`config.mk`:
```
export PLATFORM = sky130hd
export DESIGN_NAME = instruction_match_cam
export DESIGN_NICKNAME = d
export VERILOG_FILES = /design/src/pkg/match_cam_pkg.sv /design/src/rtl/instruction_match_cam.sv
export SDC_FILE = /design/constraint.sdc
export NUM_CORES = 1
export LEC_CHECK = 0
export BUFFER_PORTS_ARGS = -buffer_cell sky130_fd_sc_hd__buf_2
export CAP_MARGIN = 20
export CORE_MARGIN = 3
export CORE_UTILIZATION = 50
export CTS_BUF_LIST = sky130_fd_sc_hd__clkbuf_4 sky130_fd_sc_hd__clkbuf_8
export CTS_CLUSTER_SIZE = 28
export DETAILED_ROUTE_END_ITERATION = 8
export PLACE_DENSITY = 0.82
export SKIP_LAST_GASP = 1
export SLEW_MARGIN = 5
export SYNTH_ARGS = -nofsm -noshare
export SYNTH_HDL_FRONTEND = slang
export SYNTH_SLANG_ARGS = --single-unit
```
`constraint.sdc`:
```
create_clock -name CLOCK -period 2.6 [get_ports CLOCK]
set_clock_uncertainty 0.15 [all_clocks]
set_input_delay 0.26 -clock CLOCK [delete_from_list [all_inputs] [get_ports CLOCK]]
set_output_delay 0.26 -clock CLOCK [all_outputs]
set_load 0.02 [all_outputs]
```
`src/pkg/match_cam_pkg.sv`:
```
package match_cam_pkg;

    // Array shape
    localparam int ROWS       = 8;
    localparam int SHORT_ROWS = 6;
    localparam int SHORT_W    = 17;
    localparam int FULL_W     = 32;
    localparam int STATE_W    = 3;
    localparam int GROUP_W    = 6;

    // Register port field positions, bit 0 is the most significant (big-endian numbering)
    localparam int SHORT_A_MSB   = 0;
    localparam int SHORT_A_ST    = 18;
    localparam int SHORT_B_MSB   = 21;
    localparam int SHORT_B_ST    = 39;
    localparam int FULL_V_MSB    = 0;
    localparam int FULL_ST       = 33;
    localparam int MARK_POS      = 60;
    localparam int ADDR_MSB      = 61;
    localparam int MAP_FIRST_POS = 56;
    localparam int GROUP_MSB     = 53;
    localparam int REPLACE_POS   = 59;

    // Full-width pair row addresses
    localparam logic [2:0] FULL_ROW_A = 3'h6;
    localparam logic [2:0] FULL_ROW_B = 3'h7;

    // Reset values
    localparam logic [6:0] MAP_RESET = 7'h00;

    // One match row as held in flip-flops
    typedef struct packed {
        logic [FULL_W-1:0]  vec_a;
        logic [FULL_W-1:0]  vec_b;
        logic [STATE_W-1:0] st_a;
        logic [STATE_W-1:0] st_b;
        logic               mark;
        logic               replace;
        logic [GROUP_W-1:0] group;
    } row_t;

    // Machine state bits that qualify a match
    typedef struct packed {
        logic problem_state_bit;
        logic float_available_bit;
        logic vector_available_bit;
    } mstate_t;

endpackage : match_cam_pkg

```
`src/rtl/instruction_match_cam.sv`:
```
`timescale 1ns/1ps
// Operation
// - Eight rows; rows 0-5 compare 17 opcode and extended opcode bits.
// - Rows 6 and 7 together form one full 32-bit comparator.
// - The mark bit at 60 of rows 0-5 and 7 sets the predecode tag; row 6's mark is ignored.
// - Rows qualify on problem state, float available and vector available bits.
// - Grouping replacement at 53:58 and enable at 59, hidden from software.
// - Each vector bit pair decodes to one of four criteria.
// - 00 never, 01 matches one, 10 matches zero, 11 always.
// - Short vector bits 0-5 hit instruction 0-5, 6-16 hit 21-31.
// - Short rows can match branches, as can the full pair; no row looks at the branch bit.
// - One write fills a short row with both vectors, states, mark, address.
// - Read returns reservation map, bits 56-62 for rows 0-6.
// - Writes to a reserved row are ignored.
// - Map shows debug reservations only; vectors cannot be read back.
// - Map readable in supervisor and user mode.
// - Row writes are honoured only in supervisor mode.
// - Mark persists until cleared, rewritten, rebooted or overwritten by service port.
// - Mark row and reserved row both matching apply both treatments.
// - Reserved and hidden positions ignore writes; reads show only map bits 56-62, all else zero.
// - Mark bit goes out with branch, first, split, last predecode bits.
// - Reserved force-alone row match sets first and last predecode bits unless a higher-numbered replacing row also matches.
module instruction_match_cam (
    // Clock and reset
    input  wire logic                        CLOCK,
    input  wire logic                        NRST,
    // Software register moves
    input  wire logic                        WR_EN,
    input  wire logic [63:0]                 WR_DATA,
    input  wire logic                        SUPERVISOR,
    input  wire logic                        RD_EN,
    output logic      [63:0]                 RD_DATA,
    // Service port row load and reservation
    input  wire logic                        SVC_WR_EN,
    input  wire logic [2:0]                  SVC_ROW,
    input  wire match_cam_pkg::row_t         SVC_ROW_DATA,
    input  wire logic                        SVC_RESERVE,
    // Fetched instruction in
    input  wire logic                        FETCH_VALID,
    input  wire logic [31:0]                 FETCH_INSTR,
    input  wire match_cam_pkg::mstate_t      FETCH_STATE,
    input  wire logic [3:0]                  FETCH_PREDECODE,
    // Tagged instruction out toward the cache
    output logic                             TAG_VALID,
    output logic [31:0]                      TAG_INSTR,
    output logic [3:0]                       TAG_PREDECODE,
    output logic                             TAG_MARK
);

    localparam int RW = match_cam_pkg::ROWS;

    // Little-endian slice bases of the write image; the image counts bit 0 as its MSB,
    // so each base is the top index minus the position of the field's last bit
    localparam int W_TOP    = 63;
    localparam int SA_BASE  = W_TOP - (match_cam_pkg::SHORT_A_MSB + match_cam_pkg::SHORT_W - 1);
    localparam int SAS_BASE = W_TOP - (match_cam_pkg::SHORT_A_ST + match_cam_pkg::STATE_W - 1);
    localparam int SB_BASE  = W_TOP - (match_cam_pkg::SHORT_B_MSB + match_cam_pkg::SHORT_W - 1);
    localparam int SBS_BASE = W_TOP - (match_cam_pkg::SHORT_B_ST + match_cam_pkg::STATE_W - 1);
    localparam int FV_BASE  = W_TOP - (match_cam_pkg::FULL_V_MSB + match_cam_pkg::FULL_W - 1);
    localparam int FS_BASE  = W_TOP - (match_cam_pkg::FULL_ST + match_cam_pkg::STATE_W - 1);
    localparam int AD_BASE  = W_TOP - (match_cam_pkg::ADDR_MSB + 2);
    localparam int MK_BIT   = W_TOP - match_cam_pkg::MARK_POS;

    // Row store and reservation map
    match_cam_pkg::row_t  rows_reg  [RW];
    match_cam_pkg::row_t  rows_next [RW];
    logic [6:0]           map_reg;
    logic [6:0]           map_next;
    // Read data
    logic [63:0]          rd_reg;
    logic [63:0]          rd_next;
    // Tag slot
    logic                 tv_reg;
    logic                 tv_next;
    logic [31:0]          ti_reg;
    logic [31:0]          ti_next;
    logic [3:0]           tp_reg;
    logic [3:0]           tp_next;
    logic                 tm_reg;
    logic                 tm_next;
    // Per-row compare result and reservation
    logic [RW-1:0]        hit;
    logic [RW-1:0]        held;

    // Reservation map widened to one bit a row; the pair's second half is never
    // reserved, so its bit is a constant zero rather than an out-of-range read
    assign held = {1'b0, map_reg};

    ////////////////////////////////////////////////////////////////////////////
    // Compare helper: one vector bit pair against one instruction bit
    // A 00 pair disables the whole row, which is how an unused row is switched off
    // two-bit criterion
    function automatic logic crit(input logic a, input logic b, input logic x);
        case ({a, b})
            2'h0:    crit = 1'b0;
            2'h1:    crit = x;
            2'h2:    crit = ~x;
            default: crit = 1'b1;
        endcase
    endfunction : crit

    // Fields are numbered from the MSB, so convert to a little-endian index
    // Only used with constant arguments, so it costs no logic
    function automatic int lsb(input int pos);
        lsb = 63 - pos;
    endfunction : lsb

    ////////////////////////////////////////////////////////////////////////////
    // Match compare, fully combinational off the fetch port
    // Kept combinational so the tag leaves one cycle after the fetch; the price is
    // a deep AND tree per row, which is the critical path of the block
    // Row contents written at an edge take part in the compare from that edge on
    always_comb begin
        logic [16:0] sbits;
        logic        ok;
        logic [2:0]  st;
        sbits = 17'h00000;
        ok    = 1'b0;
        st    = FETCH_STATE;
        hit   = '0;
        // Instruction bit 0 sits at FETCH_INSTR[31]; vector bit 16 is instruction bit 0
        // short row bit mapping
        sbits = {FETCH_INSTR[31:26], FETCH_INSTR[10:0]};
        for (int r = 0; r < match_cam_pkg::SHORT_ROWS; r++) begin
            ok = 1'b1;
            for (int n = 0; n < match_cam_pkg::SHORT_W; n++) begin
                ok = ok & crit(rows_reg[r].vec_a[n], rows_reg[r].vec_b[n], sbits[n]);
            end
            for (int n = 0; n < match_cam_pkg::STATE_W; n++) begin
                ok = ok & crit(rows_reg[r].st_a[n], rows_reg[r].st_b[n], st[n]);
            end
            hit[r] = ok;
        end
        // Each pair write lands in vec_a of its own row, so row 7's vec_a is vector b
        // Until both halves are written the zero half disables the pair, unless the written half is all ones
        // row 6 holds vector a, row 7 vector b
        ok = 1'b1;
        for (int n = 0; n < match_cam_pkg::FULL_W; n++) begin
            ok = ok & crit(rows_reg[6].vec_a[n], rows_reg[7].vec_a[n], FETCH_INSTR[n]);
        end
        for (int n = 0; n < match_cam_pkg::STATE_W; n++) begin
            ok = ok & crit(rows_reg[6].st_a[n], rows_reg[7].st_a[n], st[n]);
        end
        // Pair acts as one row; row 7 carries the mark written last
        hit[6] = ok;
        hit[7] = ok;
    end

    ////////////////////////////////////////////////////////////////////////////
    // Tagging of the fetched instruction
    // Rows are visited in index order: a replacement rewrites the low predecode bits,
    // and a later force-alone row sets first and last on top of it
    // The mark of row 6 is skipped, since the pair's mark lives in row 7
    always_comb begin
        logic [3:0] pd;
        logic       mk;
        pd = FETCH_PREDECODE;
        mk = 1'b0;
        for (int r = 0; r < RW; r++) begin
            if (hit[r]) begin
                if (r != 6) begin
                    mk = mk | rows_reg[r].mark;
                end
                if (rows_reg[r].replace) begin
                    pd = {pd[3], rows_reg[r].group[2:0]};
                end
                if (held[r]) begin
                    pd[1] = 1'b1;
                    pd[0] = 1'b1;
                end
            end
        end
        // Predecode travels as {branch, split, first, last}
        // mark travels with predecode
        tv_next = FETCH_VALID;
        ti_next = FETCH_INSTR;
        tp_next = pd;
        tm_next = FETCH_VALID & mk;
    end

    ////////////////////////////////////////////////////////////////////////////
    // Row writes, service overwrite and map read
    // Software may only touch vectors, state bits and the mark; replacement fields
    // and the reservation map stay with the service port
    // Limitation: a service load and a software write to one row in one cycle
    // keep only the service image
    always_comb begin
        logic [2:0] a;
        logic       ok;
        a  = WR_DATA[AD_BASE +: 3];
        ok = 1'b0;
        for (int r = 0; r < RW; r++) begin
            rows_next[r] = rows_reg[r];
        end
        map_next = map_reg;
        rd_next  = rd_reg;
        // supervisor only
        // Row 7 reads as unreserved, so the pair can always be completed
        // reserved rows are no-op
        ok = WR_EN && SUPERVISOR && !held[a];
        if (ok) begin
            if (a < match_cam_pkg::FULL_ROW_A) begin
                rows_next[a].vec_a[16:0] = WR_DATA[SA_BASE +: 17];
                rows_next[a].st_a        = WR_DATA[SAS_BASE +: 3];
                rows_next[a].vec_b[16:0] = WR_DATA[SB_BASE +: 17];
                rows_next[a].st_b        = WR_DATA[SBS_BASE +: 3];
            end else begin
                rows_next[a].vec_a = WR_DATA[FV_BASE +: 32];
                rows_next[a].st_a  = WR_DATA[FS_BASE +: 3];
            end
            rows_next[a].mark = WR_DATA[MK_BIT];
        end
        // Service port wins over software, as scan would
        // A service load also sets or clears the row's reservation in one step
        if (SVC_WR_EN) begin
            rows_next[SVC_ROW] = SVC_ROW_DATA;
            if (SVC_ROW != 3'h7) begin
                map_next[SVC_ROW] = SVC_RESERVE;
            end
        end
        // Read strobe is not qualified by the mode; bits outside the map read as zero,
        // so no row content ever leaves through the read path
        // any mode may read
        if (RD_EN) begin
            rd_next = 64'h0000000000000000;
            for (int r = 0; r < 7; r++) begin
                rd_next[lsb(match_cam_pkg::MAP_FIRST_POS + r)] = map_reg[r];
            end
        end
    end

    ////////////////////////////////////////////////////////////////////////////
    // Row store and map; a reboot clears rows, marks and map
    // Reservations are lost on reboot until the service port loads them again
    always_ff @(posedge CLOCK) begin
        if (!NRST) begin
            for (int r = 0; r < RW; r++) begin
                rows_reg[r] <= '0;
            end
            map_reg <= match_cam_pkg::MAP_RESET;
        end else begin
            for (int r = 0; r < RW; r++) begin
                rows_reg[r] <= rows_next[r];
            end
            map_reg <= map_next;
        end
    end

    ////////////////////////////////////////////////////////////////////////////
    // Read data register, held until the next read
    always_ff @(posedge CLOCK) begin
        if (!NRST) begin
            rd_reg <= 64'h0000000000000000;
        end else begin
            rd_reg <= rd_next;
        end
    end

    ////////////////////////////////////////////////////////////////////////////
    // Tag slot, refreshed every cycle from the fetch port
    always_ff @(posedge CLOCK) begin
        if (!NRST) begin
            tv_reg <= 1'b0;
            ti_reg <= 32'h00000000;
            tp_reg <= 4'h0;
            tm_reg <= 1'b0;
        end else begin
            tv_reg <= tv_next;
            ti_reg <= ti_next;
            tp_reg <= tp_next;
            tm_reg <= tm_next;
        end
    end

    ////////////////////////////////////////////////////////////////////////////
    // Outputs straight from flip-flops; no logic after the registers

    assign RD_DATA       = rd_reg;
    assign TAG_VALID     = tv_reg;
    assign TAG_INSTR     = ti_reg;
    assign TAG_PREDECODE = tp_reg;
    assign TAG_MARK      = tm_reg;

endmodule : instruction_match_cam

```
==> results.ini <==
[cts]
h-tree-depth = 3
cts_buffer_depth = 3
clock_latency_ns = 0.64
root_buffer = clkbuf_8
numCtsBuffers = 69
clk_pin_slew_ns = 0.06
cts_tree = built
cts.sinks = 401

[drt]
routed_via_density = 6.34
wl_mm = 79.7
drt_pass1_iterations = 6
drc = 0
wl_per_cell_um = 25.5
drt_iter0_markers = 2435
ant_nets = 0
detailroute.via_count = 19800

[critical_path]
cp_data_required_time_ns = 2.96
cp-start-kind = register
rr_startpoint = map_reg[6]
r2r-end = rows_reg[1][168]
crit_buf_inv = 1
cp_cell_sequence = mux4_2 -> or3_4 -> or2_2 -> buf_12 -> mux2i_1 -> a211oi_1
reg2regPathDepth = 6
rrSetupSlack_ns = 0.02
path_max_fanout = 23
worstSetupEndpointType = register
crit_family = simple AND/OR/NAND/NOR gates
critPathArrivalTime_ns = 2.95
criticalPathCategory = register to register
slowest_delay_ns = 0.48
cpMaxStageDelayCell = mux4_2

[hold_path]
whs_endpoint = TAG_INSTR[1]
min_from = FETCH_INSTR[1]
worstHoldPathType = input port to register
hold_depth = 3

[cells_and_area]
largest_reg_flops = 349
drive_gt1_share_pct = 19.0
final_util_pct = 63.8
fin_cells = 3128
finalNetCount = 2746
area_delta_synth_final_pct = 24.3

[sta]
finalCritPeriodShare_pct = 99.4
min_period_ns = 2.58
rsz0062_at_grt = true
finalSetupViolCount = 0
fmax_ghz = 0.387
hold_violations = 0
finalMaxSlewViolations = 0
relSlewSlack_pct = 44.8
tightest_slew_ns = 0.822

[logic_synthesis]
synth.largest_area_cell = dfxtp_1
yosysSeqAreaShare_pct = 39.9
synth-seq-cells = 401
syn_inst = 2240
synth-async-reset-ratio_pct = 0
synth_edf_count = 0
yosysTopAreaCellShare_pct = 39.9
synth_area_leaders = dfxtp_1, mux2i_1, a211oi_1, nor2_1, clkbuf_1
syn_area_um2 = 20100
ys.flop_type = dfxtp_1
yosys_warnings = 0
synth_cell_types = 54
syn_avg_cell_area_um2 = 8.98

[pwr]
ir_drop_v = 0.000463
cell_internal_pwr_mw = 10.5
seqPwrFrac_pct = 45.1
clockPowerShare_pct = 41.6
p_sw_mw = 4.11
netSwitchingFraction_pct = 28.2
leakagePower_nw = 10.6
p_per_area_nw_per_um2 = 583
comb_power_share_pct = 13.3

[placed_design]
gp_congestion = 1.01
io_buffers = 199
place_inst = 2857
dpl.hpwl_mm = 52.3

[floorplan]
io_pins = 294
fp-row-count = 72
dieArea_um2 = 42700
die_w_um = 207
core-area_um2 = 39200
die_y_um = 207
initial_utilization_pct = 51.3

[run]
maxCapViolCount = 0

[global_route]
grt_pass1_vias = 19200
grt_max_degree = 87
grt_use_total_pct = 36.1
overflow = 0
grt_pass1_wl_mm = 117
antenna_found_initial = 8

[status]
status = finished, final reports clean

cells by family (layout without fill, tap and decap cells):
logic type             count (synthesis)  after routing  synth area share [%]
AO/OA/AOI/OAI                        406            406                  14.5
flip-flops                           401            401                  39.9
AND/OR/NAND/NOR                      651            651                  14.5
multiplexers                         471            471                  23.6
buffers and inverters                310            617                  7.44
other                                  1             64                0.0186
power by group through the flow:
stage	clock [mW]	sequential, mW	combinational (mW)
after floorplan	0	6.68	1.02
after global placement	0	6.66	1.62
after detailed placement	0	6.68	1.66
after CTS	6.02	6.55	1.84
after global routing	6.33	6.58	2.02
final	6.07	6.56	1.94
cell usage after synthesis (3+ instances only):
master and instances:
or4_1 7, or3_1 10, nor3_1 16, o21ai_0 7, nand4_1 14, a2111oi_0 3, o211ai_1 8, buf_6 6
o22ai_1 10, inv_1 21, and2_1 33, nand2b_1 5, a21oi_1 47, nand2_1 85, dfxtp_1 401, clkbuf_2 4
a221oi_1 4, a21boi_0 3, a211oi_1 313, nand3_1 14, mux2i_1 467, buf_4 68, nor2_1 383, nor2b_1 19
buf_1 31, buf_2 22, clkbuf_1 157, nor4_1 48
tightest hold or removal path: stages:
cell    delay (ns)
buf_2         0.12
buf_4         0.20
and2_1        0.17
per-layer routing:
metal  vias to the layer above  track usage [%]  wire length [µm]
met1                      9453             44.8             29300
met2                      1435             56.0             35100
li1                       8566                -                 -
met3                       389             8.41              9050
met5                         -                0                13
met4                         2             24.0              6320
how the worst max path moves through the flow:
stage                                start                to  cells after the start
after global placement      FETCH_INSTR[3]  TAG_PREDECODE[0]                      9
after floorplan            FETCH_INSTR[28]  TAG_PREDECODE[0]                      8
after global routing            map_reg[6]  rows_reg[1][228]                      6
final                           map_reg[6]  rows_reg[1][168]                      6
after CTS                 rows_reg[1][127]  TAG_PREDECODE[1]                      8
after detailed placement    FETCH_INSTR[3]  TAG_PREDECODE[1]                      9
timing repair:
| item | 4_1_cts | 5_1_grt |
|---|---|---|
| hold endpoints to repair | 387 | 0 |
| setup buffers | 0 | 1 |
| hold buffers | 142 | 0 |
| resized for setup | 3 | 21 |
| setup endpoints to repair | 2 | 92 |
| pin swaps | 1 | 8 |
| gates cloned | 0 | 1 |
metrics by stage:
stage          setup slack (ns)  cell area [µm²]  hold slack [ns]  power, mW  setup TNS [ns]
3_5_place_dp             -0.191            22000            0.297       8.33          -0.513
6_report                 0.0159            25000           0.0448       14.6               0
5_1_grt                 -0.0585            25000           0.0328       14.9          -0.143
3_3_place_gp             -0.197            22000            0.291       8.28          -0.390
2_1_floorplan             0.121            20300            0.232       7.69               0
4_1_cts                 0.00269            24800          0.00331       14.4               0
final cells by class:
type	count	area [µm²]
Antenna cell	7	17.5
Clock buffer	109	1340
Clock inverter	11	85.1
Fill cell	3061	14200
Inverter	22	90.1
Multi-Input combinational cell	1585	11000
Sequential cell	401	8030
Tap cell	518	648
Timing Repair Buffer	475	3810
placed cells by master, fill, tap and decap left out, types with 47 or more instances in the layout:
cell             n
mux2i_1        463
a21oi_1         47
a211oi_1       309
dlygate4sd3_1  142
nor2_1         382
nand2_1         82
buf_4          102
buf_2          199
conb_1          57
clkbuf_8        84
dfxtp_1        401
Note: power is estimated with default switching activity, not from simulation.
